--- config.mk ---
export PLATFORM = sky130hd
export DESIGN_NAME = srx_lane
export DESIGN_NICKNAME = d
export VERILOG_FILES = /design/src/shared/srx_pkg.sv /design/src/logic/srx_fifo.sv /design/src/logic/srx_lane.sv
export SDC_FILE = /design/constraint.sdc
export NUM_CORES = 1
export LEC_CHECK = 0
export BUFFER_PORTS_ARGS = -buffer_cell sky130_fd_sc_hd__buf_2
export CAP_MARGIN = 30
export CORE_UTILIZATION = 35
export DETAILED_ROUTE_END_ITERATION = 6
export HOLD_SLACK_MARGIN = 0.03
export PLACE_DENSITY_LB_ADDON = 0.2
export REMOVE_ABC_BUFFERS = 1
export SLEW_MARGIN = 40
export SYNTH_ARGS = -nofsm -noshare
export SYNTH_HDL_FRONTEND = slang
export SYNTH_SLANG_ARGS = --single-unit
--- constraint.sdc ---
create_clock -name CLK_SYS_IN -period 7.7 [get_ports CLK_SYS_IN]
set_clock_uncertainty 0.1 [all_clocks]
set_input_delay 0.385 -clock CLK_SYS_IN [delete_from_list [all_inputs] [get_ports CLK_SYS_IN]]
set_output_delay 0.385 -clock CLK_SYS_IN [all_outputs]
set_load 0.1 [all_outputs]
--- src/shared/srx_pkg.sv ---
// constants, register layout and types for the serial receive lane
// How it works
// RL1 - rate 00 samples every cycle, 01 every second, 10 every fourth; 11 takes none
// RL2 - software picks the reference clock from line rate, ratio factor and multiplier
// RL3 - receiver off clears and stops the receive logic except the symbol FIFO and overflow flag, which keep their state;
// lane registers sit at 100h-10Ch; the code keeps jog_pending through receiver off, so a jog armed while off slips on the first sample
// RL4 - flagged signal loss with detection on freezes recovery phase and frequency
// RL5 - loss select in bits 15-14: 00 off, 01 high, 10 low, 11 reserved
// RL6 - phase sample between differing data is a vote; eight-sample window, act on majority
// RL7 - first order steps once per majority; second order integrates majorities and steps
// RL8 - recovery bits 18-16: low two bits pick order and dynamics, top bit fast lock
// RL9 - alignment 00 never realigns, even when switching into it
// RL10 - alignment 01 realigns the ten-bit boundary on an off-boundary comma
// RL11 - each rise of the alignment upper bit in jog mode slips the boundary one bit
// RL12 - fully adaptive equalizer: gain at min lowers zero, gain at max raises zero
// RL13 - equalizer decisions come from votes over a long analysis window
// RL14 - polarity bit 7 set inverts every received sample
// RL15 - software writes only 001b to termination bits 10-8
// RL16 - software writes 000b to parallel width bits 4-2
// RL17 - bits 31-26, 23 and 11 read zero; software writes zero to 25-24 and 1
// RL18 - bit 0 is the receiver enable
// RL19 - loss input is synchronised and ignored while detection is off
package srx_pkg;

    // ==========================================================
    // register map
    localparam logic [11:0] CFG_BASE = 12'h100;
    localparam logic [11:0] CFG_LAST = 12'h10C;
    localparam logic [11:0] CFG_STRIDE = 12'h004;
    localparam logic [11:0] STAT_ADDR = 12'h180;
    localparam logic [31:0] CFG_RESET = 32'h00000000;
    localparam logic [31:0] CFG_WR_MASK = 32'h037FF7FF;
    localparam int STAT_PHASE_LSB = 0;
    localparam int STAT_FREQ_LSB = 8;
    localparam int STAT_GAIN_LSB = 16;
    localparam int STAT_ZERO_LSB = 20;
    localparam int STAT_LOS_BIT = 24;
    localparam int STAT_OVF_BIT = 25;

    // ==========================================================
    // field codes
    localparam logic [1:0] RATE_FULL = 2'h0;
    localparam logic [1:0] RATE_HALF = 2'h1;
    localparam logic [1:0] RATE_QUARTER = 2'h2;
    localparam logic [1:0] LOS_OFF = 2'h0;
    localparam logic [1:0] LOS_HIGH = 2'h1;
    localparam logic [1:0] LOS_LOW = 2'h2;
    localparam logic [1:0] ALIGN_OFF = 2'h0;
    localparam logic [1:0] ALIGN_COMMA = 2'h1;
    localparam logic [1:0] ALIGN_JOG = 2'h2;
    localparam logic [3:0] EQ_FLAT = 4'h0;
    localparam logic [3:0] EQ_FULL = 4'h1;

    // ==========================================================
    // datapath constants
    localparam int SYM_W = 10;
    localparam logic [3:0] SYM_LAST = 4'h9;
    localparam logic [6:0] COMMA_POS = 7'h1F;
    localparam logic [6:0] COMMA_NEG = 7'h60;
    localparam logic [2:0] VOTE_LAST = 3'h7;
    localparam logic signed [12:0] DRIFT_THR1 = 13'sh0400;
    localparam logic signed [12:0] DRIFT_THR2 = 13'sh0200;
    localparam logic signed [12:0] DRIFT_THR3 = 13'sh0100;
    localparam logic signed [7:0] FREQ_LIM = 8'sh64;
    localparam logic [3:0] GAIN_MAX = 4'hF;
    localparam logic [3:0] GAIN_MIN = 4'h0;
    localparam logic [2:0] ZERO_MAX = 3'h7;
    localparam logic [2:0] ZERO_MIN = 3'h0;
    localparam int EQ_WINDOW_DEF = 1024;
    localparam int FIFO_DEPTH_DEF = 16;

    typedef struct packed {
        logic [5:0] ro_hi;
        logic [1:0] rsv_wr;
        logic ro23;
        logic [3:0] gain_shaping;
        logic [2:0] recovery;
        logic [1:0] loss_sel;
        logic [1:0] align;
        logic ro11;
        logic [2:0] term;
        logic polarity;
        logic [1:0] rate;
        logic [2:0] width;
        logic rsv1;
        logic rx_on;
    } srx_cfg_t;

endpackage

--- src/logic/srx_fifo.sv ---
// symbol FIFO with registered read data
`timescale 1ns/10ps
module srx_fifo #(
    parameter int WIDTH = 10,
    parameter int DEPTH = 16
) (
    input wire logic clk_in,
    input wire logic rst_n_in,
    input wire logic in_valid_in,
    output logic in_ready_out,
    input wire logic [WIDTH-1:0] in_data_in,
    output logic out_valid_out,
    input wire logic out_ready_in,
    output logic [WIDTH-1:0] out_data_out
);
    localparam int AW = $clog2(DEPTH);

    logic [WIDTH-1:0] mem [DEPTH];
    logic [AW-1:0] wr_ptr;
    logic [AW-1:0] rd_ptr;
    logic [AW:0] count;
    logic push;
    logic pop;

    always_comb begin
        in_ready_out = (count != (AW+1)'(DEPTH));
        push = in_valid_in && in_ready_out;
        pop = (!out_valid_out || out_ready_in) && (count != '0);
    end

    always_ff @(posedge clk_in) begin
        if (push) begin
            mem[wr_ptr] <= in_data_in;
        end
    end

    always_ff @(posedge clk_in) begin
        if (!rst_n_in) begin
            wr_ptr <= '0;
            rd_ptr <= '0;
            count <= '0;
        end else begin
            if (push) begin
                wr_ptr <= (wr_ptr == AW'(DEPTH-1)) ? '0 : wr_ptr + 1'b1;
            end
            if (pop) begin
                rd_ptr <= (rd_ptr == AW'(DEPTH-1)) ? '0 : rd_ptr + 1'b1;
            end
            count <= count + (AW+1)'(push) - (AW+1)'(pop);
        end
    end

    // output stage, refilled whenever it empties or is taken
    always_ff @(posedge clk_in) begin
        if (!rst_n_in) begin
            out_valid_out <= 1'b0;
            out_data_out <= '0;
        end else if (pop) begin
            out_valid_out <= 1'b1;
            out_data_out <= mem[rd_ptr];
        end else if (out_ready_in) begin
            out_valid_out <= 1'b0;
        end
    end
endmodule

--- src/logic/srx_lane.sv ---
// serial receive lane: configuration, clock recovery, alignment, equalizer control
`timescale 1ns/10ps
module srx_lane #(
    parameter int LANE_INDEX = 0,
    parameter int EQ_WINDOW = srx_pkg::EQ_WINDOW_DEF,
    parameter int FIFO_DEPTH = srx_pkg::FIFO_DEPTH_DEF
) (
    input wire logic CLK_SYS_IN,
    input wire logic RST_N_IN,
    input wire logic [11:0] AVS_ADDRESS_IN,
    input wire logic AVS_READ_IN,
    input wire logic AVS_WRITE_IN,
    input wire logic [31:0] AVS_WRITEDATA_IN,
    input wire logic [3:0] AVS_BYTEENABLE_IN,
    output logic [31:0] AVS_READDATA_OUT,
    output logic AVS_WAITREQUEST_OUT,
    input wire logic SERIAL_RX_PAIR_IN,
    input wire logic PHASE_SAMPLE_IN,
    input wire logic SIGNAL_LOSS_IN,
    input wire logic EQ_RAISE_IN,
    input wire logic EQ_LOWER_IN,
    output logic LANE_RECEIVER_ON_OUT,
    output logic [1:0] SIGNAL_LOSS_DETECT_SELECT_OUT,
    output logic [5:0] PHASE_CODE_OUT,
    output logic [3:0] EQ_GAIN_OUT,
    output logic [2:0] EQ_ZERO_OUT,
    output logic [9:0] SYMBOL_DATA_OUT,
    output logic SYMBOL_VALID_OUT,
    input wire logic SYMBOL_READY_IN
);
    localparam logic [11:0] CFG_ADDR = srx_pkg::CFG_BASE + 12'(LANE_INDEX) * srx_pkg::CFG_STRIDE;
    localparam int EQW = $clog2(EQ_WINDOW);

    srx_pkg::srx_cfg_t cfg;
    logic [4:0] sync_a;
    logic [4:0] sync_b;
    logic bus_req, accept, hit_cfg, hit_stat;
    logic [31:0] wr_word, stat_word, next_rdata;
    logic rx_bit, ph_bit, los_active, take, cdr_take;
    logic [1:0] rate_cnt;
    logic prev_bit, vote_e, vote_l, win_end, maj_e, maj_l, second, drift_e, drift_l;
    logic [2:0] win_cnt;
    logic [3:0] early_cnt, late_cnt, e_tot, l_tot;
    logic signed [7:0] freq, freq_inc;
    logic signed [12:0] drift, next_drift, thr;
    logic [5:0] phase_code;
    logic [9:0] shreg, sh_next;
    logic [3:0] bit_cnt;
    logic comma, realign, jog_now, sym_done, prev_align_hi, jog_pending;
    logic fifo_in_ready, push_lost, ovf;
    logic [EQW-1:0] eq_cnt;
    logic [EQW:0] up_cnt, dn_cnt, up_tot, dn_tot;
    logic eq_end, raise, lower;
    logic [3:0] gain;
    logic [2:0] zero;

    // ==========================================================
    // register bus
    always_comb begin
        bus_req = AVS_READ_IN || AVS_WRITE_IN;
        accept = bus_req && !AVS_WAITREQUEST_OUT;
        hit_cfg = (AVS_ADDRESS_IN == CFG_ADDR);
        hit_stat = (AVS_ADDRESS_IN == srx_pkg::STAT_ADDR);
        wr_word = cfg;
        for (int i = 0; i < 4; i++) begin
            if (AVS_BYTEENABLE_IN[i]) begin
                wr_word[8*i +: 8] = AVS_WRITEDATA_IN[8*i +: 8];
            end
        end
        stat_word = '0;
        stat_word[srx_pkg::STAT_PHASE_LSB +: 6] = phase_code;
        stat_word[srx_pkg::STAT_FREQ_LSB +: 8] = freq;
        stat_word[srx_pkg::STAT_GAIN_LSB +: 4] = gain;
        stat_word[srx_pkg::STAT_ZERO_LSB +: 3] = zero;
        stat_word[srx_pkg::STAT_LOS_BIT] = los_active;
        stat_word[srx_pkg::STAT_OVF_BIT] = ovf;
        next_rdata = hit_cfg ? cfg : (hit_stat ? stat_word : '0);
    end

    always_ff @(posedge CLK_SYS_IN) begin
        if (!RST_N_IN) begin
            AVS_WAITREQUEST_OUT <= 1'b1;
            AVS_READDATA_OUT <= '0;
        end else if (bus_req && AVS_WAITREQUEST_OUT) begin
            AVS_WAITREQUEST_OUT <= 1'b0;
            AVS_READDATA_OUT <= AVS_READ_IN ? next_rdata : '0;
        end else begin
            AVS_WAITREQUEST_OUT <= 1'b1;
        end
    end

    // read-only bits are masked at write, so they always read zero
    always_ff @(posedge CLK_SYS_IN) begin
        if (!RST_N_IN) begin
            cfg <= srx_pkg::CFG_RESET;
        end else if (accept && AVS_WRITE_IN && hit_cfg) begin
            cfg <= wr_word & srx_pkg::CFG_WR_MASK; // RL17 RL18
        end
    end

    always_ff @(posedge CLK_SYS_IN) begin
        if (!RST_N_IN) begin
            ovf <= 1'b0;
        end else if (push_lost) begin
            ovf <= 1'b1;
        end else if (accept && AVS_WRITE_IN && hit_stat && AVS_BYTEENABLE_IN[3]
                     && AVS_WRITEDATA_IN[srx_pkg::STAT_OVF_BIT]) begin
            ovf <= 1'b0;
        end
    end

    // ==========================================================
    // input synchronisers and sample pacing
    always_ff @(posedge CLK_SYS_IN) begin
        if (!RST_N_IN) begin
            sync_a <= '0;
            sync_b <= '0;
        end else begin
            sync_a <= {EQ_LOWER_IN, EQ_RAISE_IN, SIGNAL_LOSS_IN, PHASE_SAMPLE_IN, SERIAL_RX_PAIR_IN};
            sync_b <= sync_a;
        end
    end

    always_comb begin
        rx_bit = sync_b[0] ^ cfg.polarity; // RL14
        ph_bit = sync_b[1] ^ cfg.polarity; // RL14
        los_active = sync_b[2] && (cfg.loss_sel == srx_pkg::LOS_HIGH
                                   || cfg.loss_sel == srx_pkg::LOS_LOW); // RL5 RL19
        take = cfg.rx_on && ((cfg.rate == srx_pkg::RATE_FULL)
                             || (cfg.rate == srx_pkg::RATE_HALF && rate_cnt[0])
                             || (cfg.rate == srx_pkg::RATE_QUARTER && rate_cnt == 2'h3)); // RL1 RL3
        cdr_take = take && !los_active; // RL4
    end

    always_ff @(posedge CLK_SYS_IN) begin
        if (!RST_N_IN || !cfg.rx_on) begin
            rate_cnt <= '0; // RL3
        end else begin
            rate_cnt <= rate_cnt + 2'h1;
        end
    end

    // ==========================================================
    // clock recovery
    always_comb begin
        vote_e = cdr_take && (rx_bit != prev_bit) && (ph_bit == rx_bit); // RL6
        vote_l = cdr_take && (rx_bit != prev_bit) && (ph_bit != rx_bit); // RL6
        e_tot = early_cnt + 4'(vote_e);
        l_tot = late_cnt + 4'(vote_l);
        win_end = cdr_take && (win_cnt == srx_pkg::VOTE_LAST);
        maj_e = win_end && (e_tot > l_tot); // RL6
        maj_l = win_end && (l_tot > e_tot); // RL6
        second = (cfg.recovery[1:0] != 2'h0); // RL8
        freq_inc = cfg.recovery[2] ? 8'sh02 : 8'sh01; // RL8
        case (cfg.recovery[1:0])
            2'h1: thr = srx_pkg::DRIFT_THR1;
            2'h2: thr = srx_pkg::DRIFT_THR2;
            default: thr = srx_pkg::DRIFT_THR3;
        endcase
        next_drift = drift + 13'(freq);
        drift_l = second && cdr_take && (next_drift >= thr); // RL7
        drift_e = second && cdr_take && (next_drift <= -thr); // RL7
    end

    always_ff @(posedge CLK_SYS_IN) begin
        if (!RST_N_IN || !cfg.rx_on) begin
            prev_bit <= 1'b0;
            win_cnt <= '0;
            early_cnt <= '0;
            late_cnt <= '0;
        end else if (cdr_take) begin // RL4
            prev_bit <= rx_bit;
            win_cnt <= win_cnt + 3'h1;
            early_cnt <= win_end ? 4'h0 : e_tot;
            late_cnt <= win_end ? 4'h0 : l_tot;
        end
    end

    always_ff @(posedge CLK_SYS_IN) begin
        if (!RST_N_IN || !cfg.rx_on || !second) begin
            freq <= '0; // RL7
            drift <= '0;
        end else if (cdr_take) begin // RL4
            if (maj_l && freq <= srx_pkg::FREQ_LIM - freq_inc) begin
                freq <= freq + freq_inc; // RL7
            end else if (maj_e && freq >= freq_inc - srx_pkg::FREQ_LIM) begin
                freq <= freq - freq_inc; // RL7
            end
            if (drift_l) begin
                drift <= next_drift - thr;
            end else if (drift_e) begin
                drift <= next_drift + thr;
            end else begin
                drift <= next_drift;
            end
        end
    end

    always_ff @(posedge CLK_SYS_IN) begin
        if (!RST_N_IN || !cfg.rx_on) begin
            phase_code <= '0;
        end else begin
            phase_code <= phase_code + 6'(maj_l) + 6'(drift_l) - 6'(maj_e) - 6'(drift_e); // RL7
        end
    end

    // ==========================================================
    // symbol alignment
    always_comb begin
        sh_next = {shreg[8:0], rx_bit};
        comma = (sh_next[9:3] == srx_pkg::COMMA_POS) || (sh_next[9:3] == srx_pkg::COMMA_NEG);
        realign = (cfg.align == srx_pkg::ALIGN_COMMA) && comma
                  && (bit_cnt != srx_pkg::SYM_LAST); // RL10 RL9
        jog_now = take && jog_pending && (cfg.align == srx_pkg::ALIGN_JOG); // RL11
        sym_done = take && !jog_now && ((bit_cnt == srx_pkg::SYM_LAST) || realign);
        push_lost = sym_done && !fifo_in_ready;
    end

    always_ff @(posedge CLK_SYS_IN) begin
        if (!RST_N_IN) begin
            prev_align_hi <= 1'b0;
            jog_pending <= 1'b0;
        end else begin
            prev_align_hi <= cfg.align[1];
            if (cfg.align[1] && !prev_align_hi) begin
                jog_pending <= 1'b1; // RL11
            end else if (jog_now || !cfg.align[1]) begin
                jog_pending <= 1'b0;
            end
        end
    end

    always_ff @(posedge CLK_SYS_IN) begin
        if (!RST_N_IN || !cfg.rx_on) begin
            shreg <= '0;
            bit_cnt <= '0;
        end else if (take) begin
            shreg <= sh_next;
            if (jog_now) begin
                bit_cnt <= bit_cnt; // RL11
            end else if (sym_done) begin
                bit_cnt <= '0;
            end else begin
                bit_cnt <= bit_cnt + 4'h1;
            end
        end
    end

    srx_fifo #(
        .WIDTH(srx_pkg::SYM_W),
        .DEPTH(FIFO_DEPTH)
    ) u_fifo (
        .clk_in(CLK_SYS_IN),
        .rst_n_in(RST_N_IN),
        .in_valid_in(sym_done),
        .in_ready_out(fifo_in_ready),
        .in_data_in(sh_next),
        .out_valid_out(SYMBOL_VALID_OUT),
        .out_ready_in(SYMBOL_READY_IN),
        .out_data_out(SYMBOL_DATA_OUT)
    );

    // ==========================================================
    // equalizer control
    always_comb begin
        up_tot = up_cnt + (EQW+1)'(sync_b[3] && !sync_b[4]);
        dn_tot = dn_cnt + (EQW+1)'(sync_b[4] && !sync_b[3]);
        eq_end = take && (eq_cnt == EQW'(EQ_WINDOW-1));
        raise = eq_end && (up_tot > dn_tot); // RL13
        lower = eq_end && (dn_tot > up_tot); // RL13
    end

    always_ff @(posedge CLK_SYS_IN) begin
        if (!RST_N_IN || !cfg.rx_on) begin
            eq_cnt <= '0;
            up_cnt <= '0;
            dn_cnt <= '0;
        end else if (take) begin
            eq_cnt <= eq_end ? '0 : eq_cnt + 1'b1;
            up_cnt <= eq_end ? '0 : up_tot;
            dn_cnt <= eq_end ? '0 : dn_tot;
        end
    end

    always_ff @(posedge CLK_SYS_IN) begin
        if (!RST_N_IN || !cfg.rx_on) begin
            gain <= srx_pkg::GAIN_MAX;
            zero <= srx_pkg::ZERO_MIN;
        end else if (cfg.gain_shaping == srx_pkg::EQ_FLAT) begin
            gain <= srx_pkg::GAIN_MAX;
        end else if (cfg.gain_shaping == srx_pkg::EQ_FULL || cfg.gain_shaping[3]) begin
            if (cfg.gain_shaping[3]) begin
                zero <= cfg.gain_shaping[2:0];
            end
            if (raise) begin
                if (gain != srx_pkg::GAIN_MAX) begin
                    gain <= gain + 4'h1;
                end else if (!cfg.gain_shaping[3] && zero != srx_pkg::ZERO_MAX) begin
                    zero <= zero + 3'h1; // RL12
                end
            end else if (lower) begin
                if (gain != srx_pkg::GAIN_MIN) begin
                    gain <= gain - 4'h1;
                end else if (!cfg.gain_shaping[3] && zero != srx_pkg::ZERO_MIN) begin
                    zero <= zero - 3'h1; // RL12
                end
            end
        end
    end

    always_comb begin
        LANE_RECEIVER_ON_OUT = cfg.rx_on; // RL18
        SIGNAL_LOSS_DETECT_SELECT_OUT = cfg.loss_sel;
        PHASE_CODE_OUT = phase_code;
        EQ_GAIN_OUT = gain;
        EQ_ZERO_OUT = zero;
    end
endmodule

* After elaboration in Yosys (flattened, before gate mapping)
Memories as Yosys holds them, arrays and structs flattened. A register that Yosys moved wholly into a read port is not among the register bits.
Index checks and enable logic that the tools add are counted.
** Word-level totals
- Memories :: 1
- Output and inout bits :: 60
- Bits in writable memories :: 160
- Flip-flop bits (word level) :: 177
- Word-level logic and storage cells :: 228
** Memory list
- u_fifo.mem :: depth 16, width 10, rd ports 1, clocked after Yosys merged registers in 1, wr ports 1, RTL line srx_fifo.sv:18 : logic [WIDTH-1:0] mem [DEPTH];
** Operators by class
- Equal/unequal tests :: 27
- Add/subtract/negate cells :: 28
- Order comparisons :: 8
- Bitwise gates (word level) :: 4
- Reduce and logical (&&, ||, !) cells :: 86
- Multiplexer cells :: 37
** Operators by type and width (count)
- $mux W26 :: 3
- $logic_and A1 B1 Y1 :: 40
- $mux W4 :: 9
- $mux W13 :: 2
- $eq A12 B9 Y1 const B :: 2
- $add A11 B1 Y11 :: 2
- $gt A11 B11 Y1 :: 2
- $mux W11 :: 2
- $pmux W11 S2 :: 1
- $mux W3 :: 7
- $add A4 B1 Y4 const B :: 4
- $mux W8 :: 2
- $logic_not A1 Y1 :: 14
- $reduce_and A2 Y1 :: 7
- $reduce_bool A2 Y1 :: 7
- $add A13 B13 Y13 :: 1
- $add A13 B8 Y13 :: 1
- $ge A13 B13 Y1 :: 1
- $le A13 B13 Y1 :: 1
- $neg A13 Y13 :: 1
- $sub A13 B13 Y13 :: 1
- $add A6 B1 Y6 :: 2
- $eq A4 B4 Y1 const B :: 3
- $sub A6 B1 Y6 :: 2
- other kinds (41) :: 73

* Depth between registers and ports, before layout
Gate-level depths: netlist (run 1).
- Depth in word-level cells :: 15
- Mapped depth :: 27
- Mapped depth without buffers :: 27

* Hierarchy
Synthesis (run 1) repeated with hierarchy kept, for this count alone.
** Second synthesis, totals
- Cells, all modules :: 1419
- Area total of the unflattened synthesis :: 16249.3 um2
** Modules (own cells, without submodules)
- srx_lane :: instances 1, cells each 1037, area an instance 8882.3 um2
- srx_fifo :: instances 1, cells each 382, area an instance 7367.1 um2

* Worst setup path after synthesis (run 1)
Ideal clock, no wire load.
- Path type :: flip-flop to flip-flop
- Start :: register freq[0]
- End :: register phase_code[5], in the netlist PHASE_CODE_OUT[5]
- Stages on the path, launching flop included :: 27
- Path buffers :: 0
- Data required time :: 7.472 ns
- Arrival time :: 5.436 ns
- Period minus slack after synthesis :: 5.663 ns
- Slack :: 2.037 ns
- Cells stage by stage :: dfxtp_1 ha_1 inv_1 fa_1 nand2b_1 a21oi_1 o31a_1 nand2_1 nand2_1 xor2_1 ha_1 nand3_1 or4_1 or4b_4 o32a_1 a21boi_2 fa_1 inv_1 fa_1 ha_1 inv_1 fa_1 inv_1 a21o_1 a21oi_1 xnor2_1 nor2_1
** On the way
- Word-level cells in the longest chain between the ends :: 6
** RTL lines
- from (decl) :: RTL line srx_lane.sv:44 : logic signed [7:0] freq, freq_inc;
- from (signal assigned) :: RTL line srx_lane.sv:185 : freq <= freq + freq_inc;
- from (signal assigned) :: RTL line srx_lane.sv:187 : freq <= freq - freq_inc;
- $add A13 B8 Y13 * :: RTL line srx_lane.sv:160 : next_drift = drift + 13'(freq);
- $ge A13 B13 Y1 :: RTL line srx_lane.sv:161 : drift_l = second && cdr_take && (next_drift >= thr);
- $logic_and A1 B1 Y1 :: RTL line srx_lane.sv:161
- $add A6 B1 Y6 :: RTL line srx_lane.sv:203 : phase_code <= phase_code + 6'(maj_l) + 6'(drift_l) - 6'(maj_e) - 6'(drift_e);
- $sub A6 B1 Y6 :: RTL line srx_lane.sv:203
- $sub A6 B1 Y6 * :: RTL line srx_lane.sv:203
- to (signal assigned) :: RTL line srx_lane.sv:203
- to (decl) :: RTL line srx_lane.sv:46 : logic [5:0] phase_code;
Mark *: on every way between the ends. The rest lies on a longest branch, timed or not.
A chain may end at the register's enable or synchronous reset.

* Worst setup path after layout (run 1)
- Start :: register freq[1]
- End :: register phase_code[5], in the netlist PHASE_CODE_OUT[5]
Same word-level chain as after synthesis.

==> impl_results.md, run 1 <==
- Number of nets with antenna violations after routing: 0
- Detailed-route DRC error count: 0
- Worst Setup Start Kind: register
- Mapped cell area: about 16000 um2
- Die outline area: between 40000 and 50000 um2
- EDFF count, synth: 160
- Routed length per placed instance: 16.8 um
- FF-to-FF End: PHASE_CODE_OUT[5]
- WHS Endpoint: u_fifo.out_valid_out
- Global route hottest layer: met2
- Static leakage: 6.53 nW
- PnR Total Power: approximately 4.3 mW
- Max-Slew Margin vs Limit: between 40 and 50%
- Global placement routability congestion: 0.819
- End-of-flow core utilization: about two fifths
- Iter 0 DRT Violations: a little under 700
- Signal arrival time at the worst endpoint: between 6 and 7 ns
- HPWL after detailed placement: about 24000 um
- Power per unit of standard cell area: approximately 230 nW/um2
- Antenna cell count: 0
- Count of different cell masters after synthesis: 66
- Met1 Track Usage GR: 20.9%
- Worst hold start: SYMBOL_READY_IN
- Clock root buffer: sky130_fd_sc_hd__clkbuf_16
- Beginning of the worst register-to-register path: freq[1]
- CTS max path bufs: 3
- Post-CTS Hold Fix Bufs: 30
- Max-capacitance violation count: 0
- Share of Yosys cell area claimed by the top area cell type: roughly 30%
- Class of the most critical hold timing path: in -> reg
- Met2 track utilization from global routing: between 20% and 30%
- Critical path endpoint category: register
- Vias in the first global route: roughly 11000
- Proportion of register bits with asynchronous set or reset after synthesis: 0%
- Internal reg-to-reg setup slack: 1.31 ns
- Clock H-tree levels: 2
- Library cell with the largest summed area after synthesis: sky130_fd_sc_hd__edfxtp_1
- Final critical-path required period: 6.39 ns
- Die width: 216 um
- CTS tree: built
- Register area share after synthesis: 52.7%
- Drt pass-1 iters: 6
- Timing-limited maximum frequency: ~160 MHz
- Fillcell total: around 4200
- # placed instances: ~2000
- Depth of the most critical reg-to-reg path: 25
- Syn Inst Count: ~1400
- Clock latency at the later pin of the worst-skew pair: about 0.53 ns
- Clock transition at the registers of the reported paths: about 0.060 ns
- Critical setup path kind: reg -> reg
- Final-stage net count: ~1700
- Initial Utilization: 35.8%
- Area contributors post-synth: sky130_fd_sc_hd__edfxtp_1 30%, sky130_fd_sc_hd__dfxtp_1 23%, sky130_fd_sc_hd__mux4_2 7.1%
- Most common flop cell mapped by yosys: sky130_fd_sc_hd__dfxtp_1
- Met3 usage in global routing: about 2.6%
- Residual overflow from global routing: 0
- Most frequent cells in the layout: 177 x sky130_fd_sc_hd__dfxtp_1, 160 x sky130_fd_sc_hd__edfxtp_1, 116 x sky130_fd_sc_hd__nand2_1
- Worst hold path cell count: 3
- Setup TNS Final: 0 ns
- Cell Rows: 77
- Largest net degree at the start of global routing: 73
- Area added between synthesis and finish: 16.8%
- Clock buffers created by TritonCTS: 39
- Most frequent standard cell in the layout excluding fill and tap cells: sky130_fd_sc_hd__dfxtp_1
- Die height: around 220 um
- Vias per cell: between 5 and 6
- Largest driver fanout on the critical path: 7
- Final non-filler cell area: about 19000 um2
- Number of pins with negative max-slew slack in the final report: 0
- Register bit total from synthesis: 340
- Peak VDD IR: roughly 0.25 mV
- Share of final-layout standard cells stronger than drive strength 1: between 15 and 20%
- Status: finished, final reports clean
- Number of synthesis warnings: 0
- Wire length of the first global-routing pass: roughly 60000 um
- Final Cycle Share: 83.0%
- Setup repair after global routing missed its margin: false
- Avg Synthesized Cell Area: 11.4 um2
- Number of setup buffers added after CTS: 0
- Sinks on the clock net: between 300 and 400
- Cells resized by post-CTS repair: 0
- Total wire length: 36000 um
- Vias: around 11000
- Area post-placement: 17100 um2
- Initial antenna violation count: 0
- Total of buffers placed on input and output ports: roughly 100
- Count of final hold-check violations: 0
- Number of ports placed on the die boundary: between 100 and 150
- Crit path required time: between 7 and 8 ns
- Final number of setup-violating endpoints: 0
- Fin cells: between 2000 and 2500
- Total global routing track utilization: 15.7%
- Placeable core area: 44600 um2
- Transition time at the pin with the least slew margin: ~0.76 ns
-- where the power goes --
part / internal [mW] / switching (mW) / total (mW)
registers: 1.91 / 0.0231 / 1.94
logic: 0.208 / 0.347 / 0.555
clock network: 1.05 / 0.731 / 1.78
total: 3.17 / 1.10 / 4.27
-- Yosys cell counts (all sizes together) (9+ instances only) --
cell type / number
dfxtp: 180
edfxtp: 160
nand2: 117
nor2: 95
ha: 85
a21oi: 84
clkbuf: 57
inv: 54
nand3: 52
mux4: 50
nor2b: 47
o21ai: 45
xor2: 36
a21boi: 28
xnor2: 27
and3: 25
nor3: 24
mux2i: 23
a222oi: 22
and2: 20
a21o: 19
buf: 18
nand4: 14
nand3b: 13
fa: 9
-- sequential cells by signal, summed over array words and instances, names as in the netlist, 5 cells and up --
signal	flops
sync_b	5
drift	13
eq_cnt	10
dn_cnt	11
PHASE_CODE_OUT	6
sync_a	5
shreg	9
up_cnt	11
u_fifo.out_data_out	10
cfg	21
AVS_READDATA_OUT	25
freq	8
u_fifo.count	5
u_fifo.mem	160
-- cells by family after synthesis --
logic type                 count (synthesis)  share of synthesized area [%]
AOI/OAI and AO/OA                        251                           10.4
xor gates and xnor gates                  63                           3.46
adders and majority gates                 94                           7.79
buffers and inverters                    129                           3.27
DFF                                      340                           52.7
muxes                                     73                           8.50
other                                      1                         0.0235
and+or+nand+nor                          445                           13.8
-- metrics by stage --
stage | hold slack [ns] | setup WS [ns]
CTS | 0.0348 | 1.25
finish | 0.0543 | 1.31
global route | 0.0500 | 0.804
detailed placement | 0.305 | 1.29
floorplan | 0.293 | 1.43
global placement | 0.296 | 1.40
-- worst max path at each step --
stage	start	to	slack (ns)	cells past startpoint
detailed placement	freq[1]	PHASE_CODE_OUT[5]	1.29	25
global placement	freq[1]	PHASE_CODE_OUT[5]	1.40	25
global route	freq[1]	PHASE_CODE_OUT[5]	0.80	25
CTS	freq[1]	PHASE_CODE_OUT[5]	1.25	25
finish	freq[1]	PHASE_CODE_OUT[5]	1.31	25
floorplan	LANE_RECEIVER_ON_OUT	freq[7]	1.43	23
-- layer usage --
layer,vias up,part of all wire [%]
met5,-,0
met4,0,1.8
met3,43,3.8
met2,173,47
met1,5250,47
li1,5355,-
-- critical path: stages (launching register included) --
cell,delay [ns]
sky130_fd_sc_hd__dfxtp_1,0.50
sky130_fd_sc_hd__inv_1,0.13
sky130_fd_sc_hd__fa_1,0.46
sky130_fd_sc_hd__nand2b_1,0.17
sky130_fd_sc_hd__a21oi_1,0.25
sky130_fd_sc_hd__o31a_1,0.18
sky130_fd_sc_hd__nand2_1,0.06
sky130_fd_sc_hd__nand2_1,0.08
sky130_fd_sc_hd__xor2_1,0.31
sky130_fd_sc_hd__ha_1,0.27
sky130_fd_sc_hd__nand3_1,0.10
sky130_fd_sc_hd__or4_1,0.52
sky130_fd_sc_hd__or4b_4,0.53
sky130_fd_sc_hd__o32a_1,0.38
sky130_fd_sc_hd__a21boi_2,0.37
sky130_fd_sc_hd__fa_1,0.49
sky130_fd_sc_hd__inv_1,0.09
sky130_fd_sc_hd__fa_1,0.17
sky130_fd_sc_hd__ha_1,0.16
sky130_fd_sc_hd__inv_1,0.06
sky130_fd_sc_hd__fa_1,0.39
sky130_fd_sc_hd__inv_1,0.07
sky130_fd_sc_hd__a21o_1,0.11
sky130_fd_sc_hd__a21oi_1,0.08
sky130_fd_sc_hd__xnor2_1,0.15
sky130_fd_sc_hd__nor2_1,0.05
-- final cells by class --
| type | count | area, um2 | share of cell area (%) |
|---|---|---|---|
| Clock inverter | 13 | 104 | 0.557 |
| Sequential cell | 340 | 8410 | 45.1 |
| Inverter | 54 | 203 | 1.09 |
| Multi-Input combinational cell | 935 | 7110 | 38.1 |
| Timing Repair Buffer | 150 | 950 | 5.09 |
| Tap cell | 592 | 741 | 3.97 |
| Clock buffer | 57 | 1120 | 6.03 |
Note: power is estimated with default switching activity, not from simulation.
==> run 2, diff against run 1 <==
clock period = 6.4 ns   (was 7.7 ns; I/O delays follow)
==> run 2 against run 1 <==
Net effect:
- worst setup slack got worse by 0.88 ns
- largest cell class unchanged
- critical path type unchanged
- critical endpoint unchanged
- die area unchanged
- highest routed layer unchanged
- worst hold slack improved by 0.020 ns
- routed wire length increased by 1.1%
==> impl_results.md, run 2 (synthesized netlist as in run 1, its figures left out) <==
- Vias in the first global route: 10961 (was 10912)
- Number of nets with antenna violations after routing: 0 (unchanged)
- Antenna cell count: 0 (unchanged)
- CTS max path bufs: 3 (unchanged)
- Initial antenna violation count: 0 (unchanged)
- Final critical-path required period: 5.96 ns (was 6.39 ns)
- Share of final-layout standard cells stronger than drive strength 1: 16.7% (was 16.5%)
- Depth of the most critical reg-to-reg path: 26 (was 25)
- Crit path required time: 6.70 ns (was 7.99 ns)
- Die height: 216 um (unchanged)
- Critical setup path kind: reg -> reg (unchanged)
- Residual overflow from global routing: 0 (unchanged)
- Worst hold path cell count: 3 (unchanged)
- Register with the most flip-flops: u_fifo.mem (unchanged)
- Signal arrival time at the worst endpoint: 6.27 ns (was 6.67 ns)
- Peak VDD IR: 0.327 mV (was 0.254 mV)
- Setup TNS Final: 0 ns (unchanged)
- Clock latency at the later pin of the worst-skew pair: 0.54 ns (was 0.53 ns)
- Critical path endpoint category: register (unchanged)
- Die width: 216 um (unchanged)
- Worst hold slack: 0.0743 ns (was 0.0543 ns)
- Largest net degree at the start of global routing: 92 (was 73)
- Count of final hold-check violations: 0 (unchanged)
- Number of ports placed on the die boundary: 118 (unchanged)
- Regs by FF count: u_fifo.mem (160), AVS_READDATA_OUT (25), cfg (21) (unchanged)
- Fillcell total: 4164 (was 4219)
- Drt pass-1 iters: 5 (was 6)
- Area added between synthesis and finish: 18.4% (was 16.8%)
- HPWL after detailed placement: 24000 um (about the same)
- CTS tree: built (unchanged)
- Slowest cell delay on critical path: 0.52 ns (was 0.53 ns)
- Worst setup slack after placement: 0.330 ns (was 1.29 ns)
- Clock buffers created by TritonCTS: 39 (unchanged)
- Transition time at the pin with the least slew margin: 0.764 ns (was 0.765 ns)
- Vias: 10954 (was 10821)
- Worst Setup Start Kind: register (unchanged)
- Placeable core area: 44600 um2 (unchanged)
- Number of pins with negative max-slew slack in the final report: 0 (unchanged)
- Final-stage net count: 1696 (was 1672)
- Internal reg-to-reg setup slack: 0.44 ns (was 1.31 ns)
- Wire length of the first global-routing pass: 59100 um (about the same)
- Number of setup buffers added after CTS: 0 (unchanged)
- Static leakage: 6.59 nW (was 6.53 nW)
- Clock H-tree levels: 2 (unchanged)
- Largest driver fanout on the critical path: 5 (was 7)
- Total global routing track utilization: 15.8% (was 15.7%)
- Die outline area: 46500 um2 (unchanged)
- Cell Rows: 77 (unchanged)
- Most frequent cells in the layout: 177 x sky130_fd_sc_hd__dfxtp_1, 160 x sky130_fd_sc_hd__edfxtp_1, 116 x sky130_fd_sc_hd__nand2_1 (unchanged)
- Iter 0 DRT Violations: 601 (was 681)
- Most frequent standard cell in the layout excluding fill and tap cells: sky130_fd_sc_hd__dfxtp_1 (unchanged)
- Power per unit of standard cell area: 273 nW/um2 (was 229 nW/um2)
- Class of the most critical hold timing path: in -> reg (unchanged)
- Final number of setup-violating endpoints: 0 (unchanged)
- Total of buffers placed on input and output ports: 102 (unchanged)
- Flip-flop count of the largest register, all copies and words added: 160 (unchanged)
- Initial Utilization: 35.8% (unchanged)
- Max-capacitance violation count: 0 (unchanged)
- Sinks on the clock net: 340 (unchanged)
- Timing-limited maximum frequency: 168 MHz (was 157 MHz)
- Global placement routability congestion: 0.814 (was 0.819)
- Max-Slew Margin vs Limit: 48.9% (about the same)
- Clock transition at the registers of the reported paths: 0.06 ns (about the same)
- PnR Total Power: 5.16 mW (was 4.27 mW)
- Detailed-route DRC error count: 0 (unchanged)
- Status: finished, final reports clean (unchanged)
- Routed length per placed instance: 16.8 um (about the same)
- Final Cycle Share: 93.2% (was 83.0%)
- Slowest cell on the critical path: sky130_fd_sc_hd__or4_1 (was sky130_fd_sc_hd__or4b_4)
- Final WS setup: 0.435 ns (was 1.31 ns)
- Total wire length: 36400 um (was 36000 um)
- Clock root buffer: sky130_fd_sc_hd__clkbuf_16 (unchanged)
- Vias per cell: 5.06 (was 5.05)
- Setup repair after global routing missed its margin: false (unchanged)
## run 2: cell count changes in the layout (fill, tap and decap cells not counted), sizes merged
cell and change:
inv -1, buf +4, dlygate4sd3 +20, clkinvlp +1, bufinv +1, clkbuf -2, clkinv -1
## run 2: path summary, 6_finish.rpt
check                       to            startpoint
max          PHASE_CODE_OUT[5]               freq[0]
min reg2reg        jog_pending         prev_align_hi
max reg2reg  PHASE_CODE_OUT[5]               freq[0]
min                     cfg[7]  AVS_BYTEENABLE_IN[0]
## run 2: where the power goes
group	switching (mW)	internal (mW)
logic	0.420	0.252
registers	0.0275	2.30
clock network	0.907	1.25
## run 2: per-layer routing
metal / wire [um] / up-vias / track usage (%)
li1: - / 5408 / -
met1: 16900 / 5288 / 21.0
met2: 17200 / 201 / 25.9
met3: 1460 / 57 / 2.99
met4: 869 / 0 / 5.11
met5: 0 / - / 0
## run 2: worst max-delay path: cells and delay by family, from the launching register on
kind                       cells  cell delay (ns)
xor gates and xnor gates       2             0.25
DFF                            1             0.40
and+or+nand+nor                7             1.54
buffers and inverters          4             0.28
adders and majority gates      7             2.12
AOI/OAI and AO/OA              6             1.12
## run 2: final cells by class
cell class,count,area [um2],area share (%)
flip-flops and latches,340,8410,44.5
multi-input cells,935,7120,37.7
repair buffers,174,1180,6.27
clock buffers,55,1070,5.64
well taps,592,741,3.92
inverters,54,203,1.07
clock inverters,13,158,0.835
## run 2: what timing repair did
item,4_1_cts,5_1_grt
gates resized for setup,0,2
setup endpoints to repair,0,1
hold endpoints to repair,31,0
hold buffers,50,0
## run 2: per-stage QoR
stage	util, %	cell area (um2)	cells
3_5_place_dp	38.4	17100	2045
4_1_cts	42.3	18900	2163
6_report	42.3	18900	2163
2_1_floorplan	-	15700	1329
3_3_place_gp	38.4	17100	2045
5_1_grt	42.3	18900	2163
